[src/common/wdc_defines.svh]
// Constants of the watchdog down-counter block: offsets, fields, resets, timing.
// Assumes it is included by bare name from the package and the design modules.
`ifndef WDC_DEFINES_SVH
`define WDC_DEFINES_SVH

// Bus geometry.
`define WDC_ADR_W      8
`define WDC_DAT_W      32

// Register byte offsets.
`define WDC_OFF_CTRL   8'hD8
`define WDC_OFF_STAT   8'hDC
`define WDC_OFF_MASK   8'hE0

// Control and count register layout and reset value.
`define WDC_CTRL_RESET 8'hFE
`define WDC_BIT_C      0
`define WDC_BIT_SWRST  1
`define WDC_T_W        6

// Event bits of the status and mask registers.
`define WDC_EV_N       3
`define WDC_EV_WDG     0
`define WDC_EV_SWR     1
`define WDC_EV_WRAP    2

// Clock rate and timing.
`define WDC_CLK_HZ     25000000
`define WDC_TICK_DIV   12
`define WDC_RSTPIN_NS  200
`define WDC_RSTPIN_CYC ((`WDC_RSTPIN_NS * (`WDC_CLK_HZ / 1000000)) / 1000)

`endif

[src/common/wdc_pkg.sv]
// Types and helpers of the watchdog down-counter block.
// Assumes wdc_defines.svh is on the include path.
`include "wdc_defines.svh"

package wdc_pkg;

   // Seven-bit physical counter: bit 6 is the software reset bit.
   typedef logic [`WDC_T_W:0] wdc_cnt_t;

   // States of the reset pin pulse generator.
   typedef enum logic [0:0] {
      WDC_PIN_IDLE  = 1'b0,
      WDC_PIN_PULSE = 1'b1
   } wdc_pin_e;

   // Converts a register byte into the physical counter, undoing the bit reversal.
   function automatic wdc_cnt_t reg2cnt(input logic [7:0] r);
      wdc_cnt_t c;
      c = '0;
      for (int i = 0; i < `WDC_T_W; i++) begin
         c[i] = r[7 - i];
      end
      c[`WDC_T_W] = r[`WDC_BIT_SWRST];
      return c;
   endfunction

endpackage

[src/common/wdc_tick_if.sv]
// Carrier of the divided timebase enable between the divider and the watchdog core.
// Assumes both ends run on the same sys_clk.
`timescale 1ns/10ps

interface wdc_tick_if;
   logic tick;

   // The divider drives the enable, the core consumes it.
   modport src (output tick);
   modport dst (input  tick);
endinterface

[src/wdc_tick_div.sv]
// Clock divider that gives one enable pulse every DIV cycles of sys_clk.
// Assumes a synchronous active-low reset on the same clock.
`timescale 1ns/10ps
`include "wdc_defines.svh"

module wdc_tick_div #(
   parameter int DIV = `WDC_TICK_DIV
) (
   // Clock and reset.
   input wire logic sys_clk,
   input wire logic rst_n,
   // Timebase enable out.
   wdc_tick_if.src  tickIf
);

   localparam int CW = $clog2(DIV);

   logic [CW-1:0] divCnt_r;
   logic          tick_r;

   // Counts DIV cycles and raises the enable on the last one.
   always_ff @(posedge sys_clk) begin
      if (!rst_n) begin
         divCnt_r <= '0;
         tick_r   <= 1'b0;
      end else if (divCnt_r == CW'(DIV - 1)) begin
         divCnt_r <= '0;
         tick_r   <= 1'b1;
      end else begin
         divCnt_r <= divCnt_r + 1'b1;
         tick_r   <= 1'b0;
      end
   end

   assign tickIf.tick = tick_r;

endmodule

[src/wdc_watchdog.sv]
// Watchdog down-counter with a classic Wishbone register slave and interrupt.
// Assumes a 25 MHz sys_clk, a synchronous active-low reset, and that
// devResetReq is routed by the system into the device reset.
`timescale 1ns/10ps
`include "wdc_defines.svh"

// How it works
// - The control and count register sits at byte 0xD8, readable and writable.
// - Any reset loads the register with 0xFE in software mode, 0xFF in hardware mode: counter and software reset bits one, C zero unless forced.
// - Counter bits land reversed in register bits 7..2, bit 7 the LSB.
// - Writing the software reset bit zero while active raises a device reset.
// - With the watchdog inactive the software reset bit tops a 7-bit timer.
// - The hardware option forces the activation bit to one, writes ignored.
// - In software mode setting C activates it until the next reset.
// - A non-volatile option input selects software (0) or hardware (1) mode.
// - The counter steps on the internal clock divided by twelve.
// - An active counter running out without refresh raises a device reset.
// - A watchdog reset drives the reset pin low for a brief pulse only.
module wdc_watchdog #(
   parameter int TICK_DIV   = `WDC_TICK_DIV,
   parameter int RSTPIN_CYC = `WDC_RSTPIN_CYC
) (
   // Clock and reset.
   input  wire logic                  sys_clk,
   input  wire logic                  rst_n,
   // Wishbone classic slave.
   input  wire logic                  wb_cyc_i,
   input  wire logic                  wb_stb_i,
   input  wire logic                  wb_we_i,
   input  wire logic [`WDC_ADR_W-1:0] wb_adr_i,
   input  wire logic [3:0]            wb_sel_i,
   input  wire logic [`WDC_DAT_W-1:0] wb_dat_i,
   output      logic [`WDC_DAT_W-1:0] wb_dat_o,
   output      logic                  wb_ack_o,
   // Non-volatile option strap.
   input  wire logic                  hardwareWatchdogOption,
   // Reset request and open-drain reset pin.
   output      logic                  devResetReq,
   output      logic                  resetPinOut,
   output      logic                  resetPinOen,
   // Interrupt.
   output      logic                  irq
);

   localparam logic [7:0] RST_BYTE = `WDC_CTRL_RESET;
   localparam int         PCW      = $clog2(RSTPIN_CYC + 1);
   // Word indices of the three registers on the byte address bus.
   localparam logic [5:0] CTRL_WORD = 6'(`WDC_OFF_CTRL >> 2);
   localparam logic [5:0] STAT_WORD = 6'(`WDC_OFF_STAT >> 2);
   localparam logic [5:0] MASK_WORD = 6'(`WDC_OFF_MASK >> 2);

   wdc_tick_if tickIf ();

   logic [`WDC_T_W-1:0]   tCnt_r;
   logic                  softwareResetBit_r;
   logic                  cSet_r;
   logic                  cActive;
   logic [7:0]            ctrlView;
   logic                  optMeta_r;
   logic                  optSync_r;
   logic                  hwOpt_r;
   logic                  busAck_r;
   logic [5:0]            adrWord;
   logic [`WDC_DAT_W-1:0] datO_r;
   logic                  req;
   logic                  ctrlWr;
   logic                  statRd;
   logic                  maskWr;
   logic [7:0]            wrByte;
   logic                  tick;
   logic                  endCount;
   logic                  swReset;
   logic                  wrapEv;
   logic                  wdgFire;
   logic [`WDC_EV_N-1:0]  events;
   logic [`WDC_EV_N-1:0]  stat_r;
   logic [`WDC_EV_N-1:0]  mask_r;
   logic                  devReset_r;
   wdc_pkg::wdc_pin_e     pinState_r;
   logic [PCW-1:0]        pinCnt_r;
   wdc_pkg::wdc_cnt_t     cnt7;
   wdc_pkg::wdc_cnt_t     rstCnt;

   // Divided timebase for the counter.
   wdc_tick_div #(
      .DIV     (TICK_DIV)
   ) u_div (
      .sys_clk (sys_clk),
      .rst_n   (rst_n),
      .tickIf  (tickIf)
   );

   assign tick   = tickIf.tick;
   assign cnt7   = {softwareResetBit_r, tCnt_r};
   assign rstCnt = wdc_pkg::reg2cnt(RST_BYTE);

   // Bus decode: one request per access, answered by a registered ack.
   assign req     = wb_cyc_i && wb_stb_i && !busAck_r;
   assign adrWord = wb_adr_i[`WDC_ADR_W-1:2];
   assign wrByte  = wb_dat_i[7:0];
   assign ctrlWr  = req && wb_we_i && wb_sel_i[0] && (adrWord == CTRL_WORD);
   assign maskWr  = req && wb_we_i && wb_sel_i[0] && (adrWord == MASK_WORD);
   assign statRd  = req && !wb_we_i && (adrWord == STAT_WORD);

   // Two-stage synchroniser for the option strap pin.
   always_ff @(posedge sys_clk) begin
      optMeta_r <= hardwareWatchdogOption;
      optSync_r <= optMeta_r;
   end

   // The option is caught while reset is held and kept until the next one.
   always_ff @(posedge sys_clk) begin
      if (!rst_n) begin
         hwOpt_r <= optSync_r;
      end
   end

   // Activation: the hardware option forces it, software may only set it.
   assign cActive = cSet_r || hwOpt_r;

   always_ff @(posedge sys_clk) begin
      if (!rst_n || wdgFire) begin
         cSet_r <= RST_BYTE[`WDC_BIT_C];
      end else if (ctrlWr && wrByte[`WDC_BIT_C]) begin
         cSet_r <= 1'b1;
      end
   end

   // Reset causes: running out while active, or a software reset write.
   assign endCount = cActive && tick && !ctrlWr && (tCnt_r == '0);
   assign swReset  = ctrlWr && !wrByte[`WDC_BIT_SWRST]
                     && (cActive || wrByte[`WDC_BIT_C]);
   assign wrapEv   = !cActive && tick && !ctrlWr && (cnt7 == '0);
   assign wdgFire  = endCount || swReset;
   assign events   = {wrapEv, swReset, endCount};

   // Counter: a write reloads it, otherwise it counts down on each tick.
   always_ff @(posedge sys_clk) begin
      if (!rst_n || wdgFire) begin
         {softwareResetBit_r, tCnt_r} <= rstCnt;
      end else if (ctrlWr) begin
         {softwareResetBit_r, tCnt_r} <= wdc_pkg::reg2cnt(wrByte);
      end else if (tick && cActive) begin
         tCnt_r <= tCnt_r - 1'b1;
      end else if (tick) begin
         {softwareResetBit_r, tCnt_r} <= cnt7 - 1'b1;
      end
   end

   // Register view: counter bits reversed into bits 7..2.
   genvar gi;
   generate
      for (gi = 0; gi < `WDC_T_W; gi++) begin : g_rev
         assign ctrlView[7 - gi] = tCnt_r[gi];
      end
   endgenerate
   assign ctrlView[`WDC_BIT_SWRST] = softwareResetBit_r;
   assign ctrlView[`WDC_BIT_C]     = cActive;

   // Bus answer: ack one cycle after the request, data captured with it.
   always_ff @(posedge sys_clk) begin
      if (!rst_n) begin
         busAck_r <= 1'b0;
      end else begin
         busAck_r <= req;
      end
   end

   // Read multiplexer; unmapped addresses read as zero.
   always_ff @(posedge sys_clk) begin
      if (!rst_n) begin
         datO_r <= '0;
      end else if (req && !wb_we_i) begin
         case (adrWord)
            CTRL_WORD: datO_r <= {{(`WDC_DAT_W - 8){1'b0}}, ctrlView};
            STAT_WORD: datO_r <= {{(`WDC_DAT_W - `WDC_EV_N){1'b0}}, stat_r};
            MASK_WORD: datO_r <= {{(`WDC_DAT_W - `WDC_EV_N){1'b0}}, mask_r};
            default:   datO_r <= '0;
         endcase
      end
   end

   assign wb_ack_o = busAck_r;
   assign wb_dat_o = datO_r;

   // Sticky status: a read clears it, but a new event in that cycle wins.
   always_ff @(posedge sys_clk) begin
      if (!rst_n) begin
         stat_r <= '0;
      end else if (statRd) begin
         stat_r <= events;
      end else begin
         stat_r <= stat_r | events;
      end
   end

   // Interrupt mask.
   always_ff @(posedge sys_clk) begin
      if (!rst_n) begin
         mask_r <= '0;
      end else if (maskWr) begin
         mask_r <= wrByte[`WDC_EV_N-1:0];
      end
   end

   assign irq = |(stat_r & mask_r);

   // One-cycle device reset request after a watchdog or software reset.
   always_ff @(posedge sys_clk) begin
      if (!rst_n) begin
         devReset_r <= 1'b0;
      end else begin
         devReset_r <= wdgFire;
      end
   end

   assign devResetReq = devReset_r;

   // Reset pin pulse: a short low drive that only flags the reset phase.
   always_ff @(posedge sys_clk) begin
      if (!rst_n) begin
         pinState_r <= wdc_pkg::WDC_PIN_IDLE;
         pinCnt_r   <= '0;
      end else begin
         case (pinState_r)
            wdc_pkg::WDC_PIN_IDLE: begin
               if (wdgFire) begin
                  pinState_r <= wdc_pkg::WDC_PIN_PULSE;
                  pinCnt_r   <= PCW'(RSTPIN_CYC - 1);
               end
            end
            wdc_pkg::WDC_PIN_PULSE: begin
               if (pinCnt_r == '0) begin
                  pinState_r <= wdc_pkg::WDC_PIN_IDLE;
               end else begin
                  pinCnt_r <= pinCnt_r - 1'b1;
               end
            end
            default: begin
               pinState_r <= wdc_pkg::WDC_PIN_IDLE;
               pinCnt_r   <= '0;
            end
         endcase
      end
   end

   // Open drain: only ever drives low, enable low while driving.
   assign resetPinOut = 1'b0;
   assign resetPinOen = (pinState_r != wdc_pkg::WDC_PIN_PULSE);
endmodule

[config.mk]
export PLATFORM = sky130hd
export DESIGN_NAME = wdc_watchdog
export DESIGN_NICKNAME = d
export VERILOG_FILES = /design/src/common/wdc_pkg.sv /design/src/common/wdc_tick_if.sv /design/src/wdc_tick_div.sv /design/src/wdc_watchdog.sv
export VERILOG_INCLUDE_DIRS = /design/src /design/src/common
export SDC_FILE = /design/constraint.sdc
export NUM_CORES = 1
export LEC_CHECK = 0
export BUFFER_PORTS_ARGS = -buffer_cell sky130_fd_sc_hd__buf_2
export CORE_MARGIN = 5
export CORE_UTILIZATION = 34
export CTS_BUF_LIST = sky130_fd_sc_hd__clkbuf_8
export DETAILED_ROUTE_END_ITERATION = 8
export PLACE_DENSITY = 0.6
export SLEW_MARGIN = 0
export SYNTH_ARGS = -nofsm -noshare
export SYNTH_HDL_FRONTEND = slang
export SYNTH_SLANG_ARGS = --single-unit
[constraint.sdc]
create_clock -name sys_clk -period 1.95 [get_ports sys_clk]
set_clock_uncertainty 0.2 [all_clocks]
set_input_delay 0 -clock sys_clk [delete_from_list [all_inputs] [get_ports sys_clk]]
set_output_delay 0 -clock sys_clk [all_outputs]
set_load 0.02 [all_outputs]
After elaboration in Yosys (flattened, before gate mapping)
Cells that the tools add are included.

storage, ports and cells
  register bits = 60
  bits of input ports = 50
  logic and storage cells = 81

operators by class
  add/subtract/negate cells = 4
  eq/ne operators = 7
  multiplexer cells = 15
  bitwise logic cells = 4
  reduce and logical (&&, ||, !) cells = 36

operators by type and width
  operator                                                             number
  8-bit case mux with 3 select lines                                   1
  6-bit equality test (second input constant)                          3
  6-bit two-way mux                                                    3
  1-bit logical AND                                                    17
  3-bit two-way mux                                                    3
  7-bit zero test                                                      1
  7-bit by 1-bit subtractor with 7-bit output (second input constant)  1
  1-bit zero test                                                      6
  6-bit zero test                                                      1
  1-bit two-way mux                                                    6
  3-bit case mux with 2 select lines                                   1
  6-bit by 1-bit subtractor with 6-bit output (second input constant)  1
  4-bit by 1-bit adder with 4-bit output (second input constant)       1
  4-bit equality test (second input constant)                          1
  1-bit logical OR                                                     4
  2-bit != test (second input constant)                                2
  2-bit AND reduction                                                  2
  3-bit AND                                                            1
  3-bit zero test                                                      1
  3-bit OR                                                             1
  3-bit nonzero test                                                   1
  3-bit OR reduction                                                   1
  3-bit by 1-bit subtractor with 3-bit output (second input constant)  1
  2-bit by 1-bit != test with 1-bit output (second input constant)     1
  4 further kinds                                                      5

Longest topological paths before layout
  depth after elaboration = 11
  mapped depth = 6

Hierarchy
From an unflattened synthesis, not the netlist that was laid out.

unflattened totals
  cell total of the unflattened synthesis = 213
  area total of the unflattened synthesis = 1951.9 um^2

by module, submodules not included
  module        times used  cells each  area an instance (um^2)
  wdc_watchdog  1           194         1757.9
  wdc_tick_div  1           19          193.9

Worst setup path before layout
No wires, ideal clock.

  path kind = register -> register
  start point = reg busAck_r (netlist: wb_ack_o)
  end point = reg tCnt_r[1]
  setup time = 0.147 ns
  data arrival time = 1.567 ns
  required time = 1.603 ns
  path slack = 0.036 ns
  cell stages (with the launch flop) = 5
  path buffers = 0
  path through = dfxtp_1 nand3b_4 nor4_4 mux2i_2 o2111ai_1

on the way
  word-level cells in the longest chain between the ends = 10
  elaborated cells between the ends (all ways) = 14
  classes of those cells = mux: 1; reduce/logical: 13

RTL lines
  what                              line                 RTL
  start, declared                   wdc_watchdog.sv:62   logic busAck_r;
  start signal, assigned            wdc_watchdog.sv:165  busAck_r <= req;
  1-bit zero test *                 wdc_watchdog.sv:98   assign req = wb_cyc_i && wb_stb_i && !busAck_r;
  1-bit logical AND *               wdc_watchdog.sv:98
  1-bit logical AND * (3 in a row)  wdc_watchdog.sv:101  assign ctrlWr = req && wb_we_i && wb_sel_i[0] && (adrWord == CTRL_WORD);
  1-bit zero test                   wdc_watchdog.sv:130  assign endCount = cActive && tick && !ctrlWr && (tCnt_r == '0);
  1-bit logical AND (2 in a row)    wdc_watchdog.sv:130
  1-bit logical OR                  wdc_watchdog.sv:134  assign wdgFire = endCount || swReset;
  1-bit logical OR                  wdc_watchdog.sv:139  if (!rst_n || wdgFire) begin
  end signal, assigned              wdc_watchdog.sv:140  {softwareResetBit_r, tCnt_r} <= rstCnt;
  end signal, assigned              wdc_watchdog.sv:142  {softwareResetBit_r, tCnt_r} <= wdc_pkg::reg2cnt(wrByte);
  end signal, assigned              wdc_watchdog.sv:144  tCnt_r <= tCnt_r - 1'b1;
  end, declared                     wdc_watchdog.sv:54   logic [`WDC_T_W-1:0] tCnt_r;

Mark *: on every way between the ends. The rest lies on a longest branch, timed or not.
A chain may end at the register's enable or synchronous reset.

Final worst setup path
  start point = reg tCnt_r[5]
  end point = reg pinCnt_r[1]

on the way
  word-level cells in the longest chain between the ends = 5

RTL lines
  what                                                       line                 RTL
  6-bit zero test                                            wdc_watchdog.sv:130
  1-bit logical AND                                          wdc_watchdog.sv:130
  1-bit logical OR                                           wdc_watchdog.sv:134
  2-bit by 1-bit != test with 1-bit output (no source line)  --
  2-bit AND reduction (no source line)                       --
  end signal, assigned                                       wdc_watchdog.sv:229  pinCnt_r <= PCW'(RSTPIN_CYC - 1);
  end signal, assigned                                       wdc_watchdog.sv:236  pinCnt_r <= pinCnt_r - 1'b1;
  end, declared                                              wdc_watchdog.sv:80   logic [PCW-1:0] pinCnt_r;

Every way passes these cells.

==> results list <==
- Synthesized instance count: 203
* Final ANT Viol Nets: 0
* Result of the run: finished clean
- Of all nets on the critical path, the largest fanout is 4.
- TritonCTS clock tree: yes
- Main combinational cell family by area after synthesis: simple AND/OR/NAND/NOR gates
* Layout cell share with drive strength beyond 1: 24.14%
- # rows: 26
- In the global route stage, overall resource usage came out at 11.38%.
* Slew Limit Headroom: 64.93%
- Initial DRT Pass Iterations: 4
* Maximum number of pins on one net before global-route repair: 16
- The routed layout has 1493 vias.
* Critical path endpoint category: flip-flop
- Full die area: 0.007018 mm²
- By area the synthesized netlist is led by sky130_fd_sc_hd__dfxtp_1 (38%), sky130_fd_sc_hd__buf_4 (11%), sky130_fd_sc_hd__mux2i_1 (4.9%).
* Netlist area before placement: 0.001851 mm²
- After the first detailed-routing iteration, the DRC count stood at 56.
- Net switching is 25.50% of the power.
- Ant. Diodes: 0
- Most numerous cell in the Yosys netlist: sky130_fd_sc_hd__dfxtp_1
- Share of synthesized area spent on multiplexers: 6.829%
* Total of flip-flops plus latches after synthesis: 36
- Total congestion overflow after global routing: 0
- Clock-pin slew was measured on the worst setup and hold paths at 0.07 ns.
- After synthesis, the mean cell area works out to 9.116 µm².
* Area of the core: 0.005205 mm²
- Detail-routed net length per standard cell: 11.76 µm
* Share of the synthesized netlist area taken by xor and xnor gates: 2.366%
- Traced cell by cell, the critical path runs through or3_1 > nor4_2 > mux2i_4 > a41o_1.
* DRC violation count after routing: 0
* Worst hold path class: input pin to flip-flop
* Number of hold violations in the final report: 0
- Most frequently used flop master after synthesis: sky130_fd_sc_hd__dfxtp_1
* Number of levels the H-tree was split into: 2
* Number of antenna violations at the first check in global routing: 0
- PwrDens: 631.6 mW/mm²
* Clock power share: 37.9%
- After detailed placement, the design holds a cell count of 309.
- Final period demand of the worst path: 1.869 ns
- The share of total power dissipated in combinational logic is 10.4%.
* Cell internal power dissipation: 1.085 mW
* Clock Root Buffer: sky130_fd_sc_hd__clkbuf_8
* Final Max Slew Viols: 0
* Fraction of the mapped netlist area in compound gates: 10.89%
* Net count, final: 315
- Data arrival time of the critical path: 1.85 ns
- Final standard cell utilization of the core: 44.30%
* Sequential power share: 51.8%
- Starting density of the core: 35.55%
* Global-route wire length before repair: 6534 µm
- Sequential elements use 39.49% of the synthesized area.
* Measured slew at the worst slew-check pin: 0.5205 ns
- Of the total synthesized cell area, the portion taken by AND, OR, NAND and NOR gates is 23.46%.
* F_max: 534.9 MHz
- Post-synthesis cell type count: 43
- For this design, the sink count on the clock tree is 36.
* Number of top-level pins: 87
* Worst-case register-to-register setup slack: 0.08 ns
- The number of clock buffers added by TritonCTS is 5.
- Number of port buffers: 32
* Worst skew pair latency: 0.29 ns
* Power Total: 1.456 mW
- Max-cap viol count: 0
- The longest clock path from root to sink contains 2 buffers.
- The final critical path takes up 95.87% of the cycle.
- In the final timing run, aggregate negative setup slack is 0 ns.
- For this design the total switching power over the nets is 0.3714 mW.
* Final RePlAce weighted congestion: 0.8421
- Slowest cell on crit path: sky130_fd_sc_hd__or3_1
- From synthesis to final layout, the design area changed by 24.61%.
* Critical path class: flip-flop to flip-flop
- Yosys Warn Count: 0
- Excluding fillers, the count of instances in the completed layout stands at 331.
* Number of flops mapped to enable cells by yosys: 1
- Vias in the first global route: 1420
- Leak pwr: 0.9809 nW
- Of all flip-flops after synthesis, the portion carrying an async set or reset was 0%.
- Longest individual stage delay on the worst path: 0.48 ns
* Share of synthesized cell area in full adder, half adder and majority cells: 3.381%
- Vias per cell: 4.511
* Commonest cells post-synth: sky130_fd_sc_hd__dfxtp_1 (35), sky130_fd_sc_hd__buf_4 (26), sky130_fd_sc_hd__nor2_1 (21), sky130_fd_sc_hd__nand2_1 (13), sky130_fd_sc_hd__a21oi_1 (11)
- The routed design has 3893 µm of wire.
* Filler Cell Count: 530
* Final Hold Slack: 0.02005 ns
- Finish-stage setup viols: 0
- The worst setup path is launched from a flip-flop.
- STA puts the critical path data required time at 1.93 ns.
* Vertical extent of the die: 83.78 µm
- IR analysis of the VDD net gives a maximum drop of 0.3846 mV.
* HPWL after DPL: 2866 µm
- The largest total area in the synthesized netlist belongs to sky130_fd_sc_hd__dfxtp_1.
* Width of the chip: 83.78 µm
- Share of the synthesized area in the top cell type: 37.86%
==> flip-flops by register name, indices dropped and copies added (netlist names), 3 cells and up <==
name	count
wb_dat_o	8
tCnt_r	6
mask_r	3
pinCnt_r	3
u_div.divCnt_r	4
stat_r	3
==> area by class of cell <==
type | count | area [µm²] | area share [%]
well taps | 70 | 87.58 | 3.798
clock inverters | 2 | 10.01 | 0.4341
flip-flops and latches | 36 | 732.0 | 31.74
multi-input cells | 151 | 980.9 | 42.54
inverters | 10 | 37.54 | 1.628
clock buffers | 6 | 82.58 | 3.581
repair buffers | 56 | 375.4 | 16.28
==> path summary, 6_finish.rpt <==
path	start	to	cells after the start
worst min register to register	optMeta_r	optSync_r	0
worst max-delay path	tCnt_r[5]	pinCnt_r[1]	4
worst min-delay path	wb_adr_i[3]	mask_r[2]	5
worst max register to register	tCnt_r[5]	pinCnt_r[1]	4
==> critical path: cells and delay by family, from the launching register on <==
kind | cells | cell delay [ns]
simple gates | 2 | 0.86
flops | 1 | 0.33
compound gates | 1 | 0.25
mux | 1 | 0.13
==> metrics by stage <==
stage	instance area (µm²)	setup WS (ns)
CTS	2290	0.03486
global route	2306	-0.01209
floorplan	1941	0.03594
detailed placement	2053	-0.0002217
global placement	2053	0.008682
finish	2306	0.08061
==> placed cells by master, fill, tap and decap left out, types with 3 or more instances in the layout <==
master / count
sky130_fd_sc_hd__a21oi_1: 11
sky130_fd_sc_hd__a22oi_1: 6
sky130_fd_sc_hd__a32oi_1: 3
sky130_fd_sc_hd__buf_2: 32
sky130_fd_sc_hd__buf_4: 10
sky130_fd_sc_hd__clkbuf_8: 6
sky130_fd_sc_hd__conb_1: 25
sky130_fd_sc_hd__dfxtp_1: 34
sky130_fd_sc_hd__dlygate4sd3_1: 14
sky130_fd_sc_hd__ha_1: 5
sky130_fd_sc_hd__inv_1: 9
sky130_fd_sc_hd__mux2i_1: 8
sky130_fd_sc_hd__nand2_1: 13
sky130_fd_sc_hd__nand2b_1: 3
sky130_fd_sc_hd__nand3_1: 7
sky130_fd_sc_hd__nor2_1: 21
sky130_fd_sc_hd__nor3_1: 8
sky130_fd_sc_hd__o21ai_0: 3
sky130_fd_sc_hd__or2_2: 3
sky130_fd_sc_hd__xor2_1: 3
==> per-layer routing <==
metal	global-route usage, %	wire (µm)	vias to the layer above
li1	-	-	771
met1	13.82	1792	668
met2	17.93	1724	44
met3	3.751	285	10
met4	5.702	91	0
met5	0	0	-
==> kinds of logic after synthesis <==
kind of cell | after synthesis
AND/OR/NAND/NOR | 74
buffers and inverters | 40
flip-flops | 36
AO/OA/AOI/OAI | 30
multiplexers | 12
adder cells (fa/ha/maj) | 5
XOR/XNOR | 5
other | 1
==> power by group through the flow <==
stage | logic, mW | registers, mW | clock network [mW]
after floorplan | 0.124 | 0.771 | 0
after global placement | 0.127 | 0.771 | 0
after detailed placement | 0.127 | 0.771 | 0
after CTS | 0.149 | 0.754 | 0.575
after global routing | 0.166 | 0.755 | 0.605
final | 0.151 | 0.754 | 0.552
==> timing repair <==
item | 4_1_cts | 5_1_grt
hold buffers | 14 | 0
endpoints found under the hold margin | 19 | 0
pin swaps | 0 | 1
buffers inserted | 0 | 0
resized for setup | 1 | 3
setup endpoints to repair | 1 | 2
No activity file was read; power rests on OpenSTA's default activity.
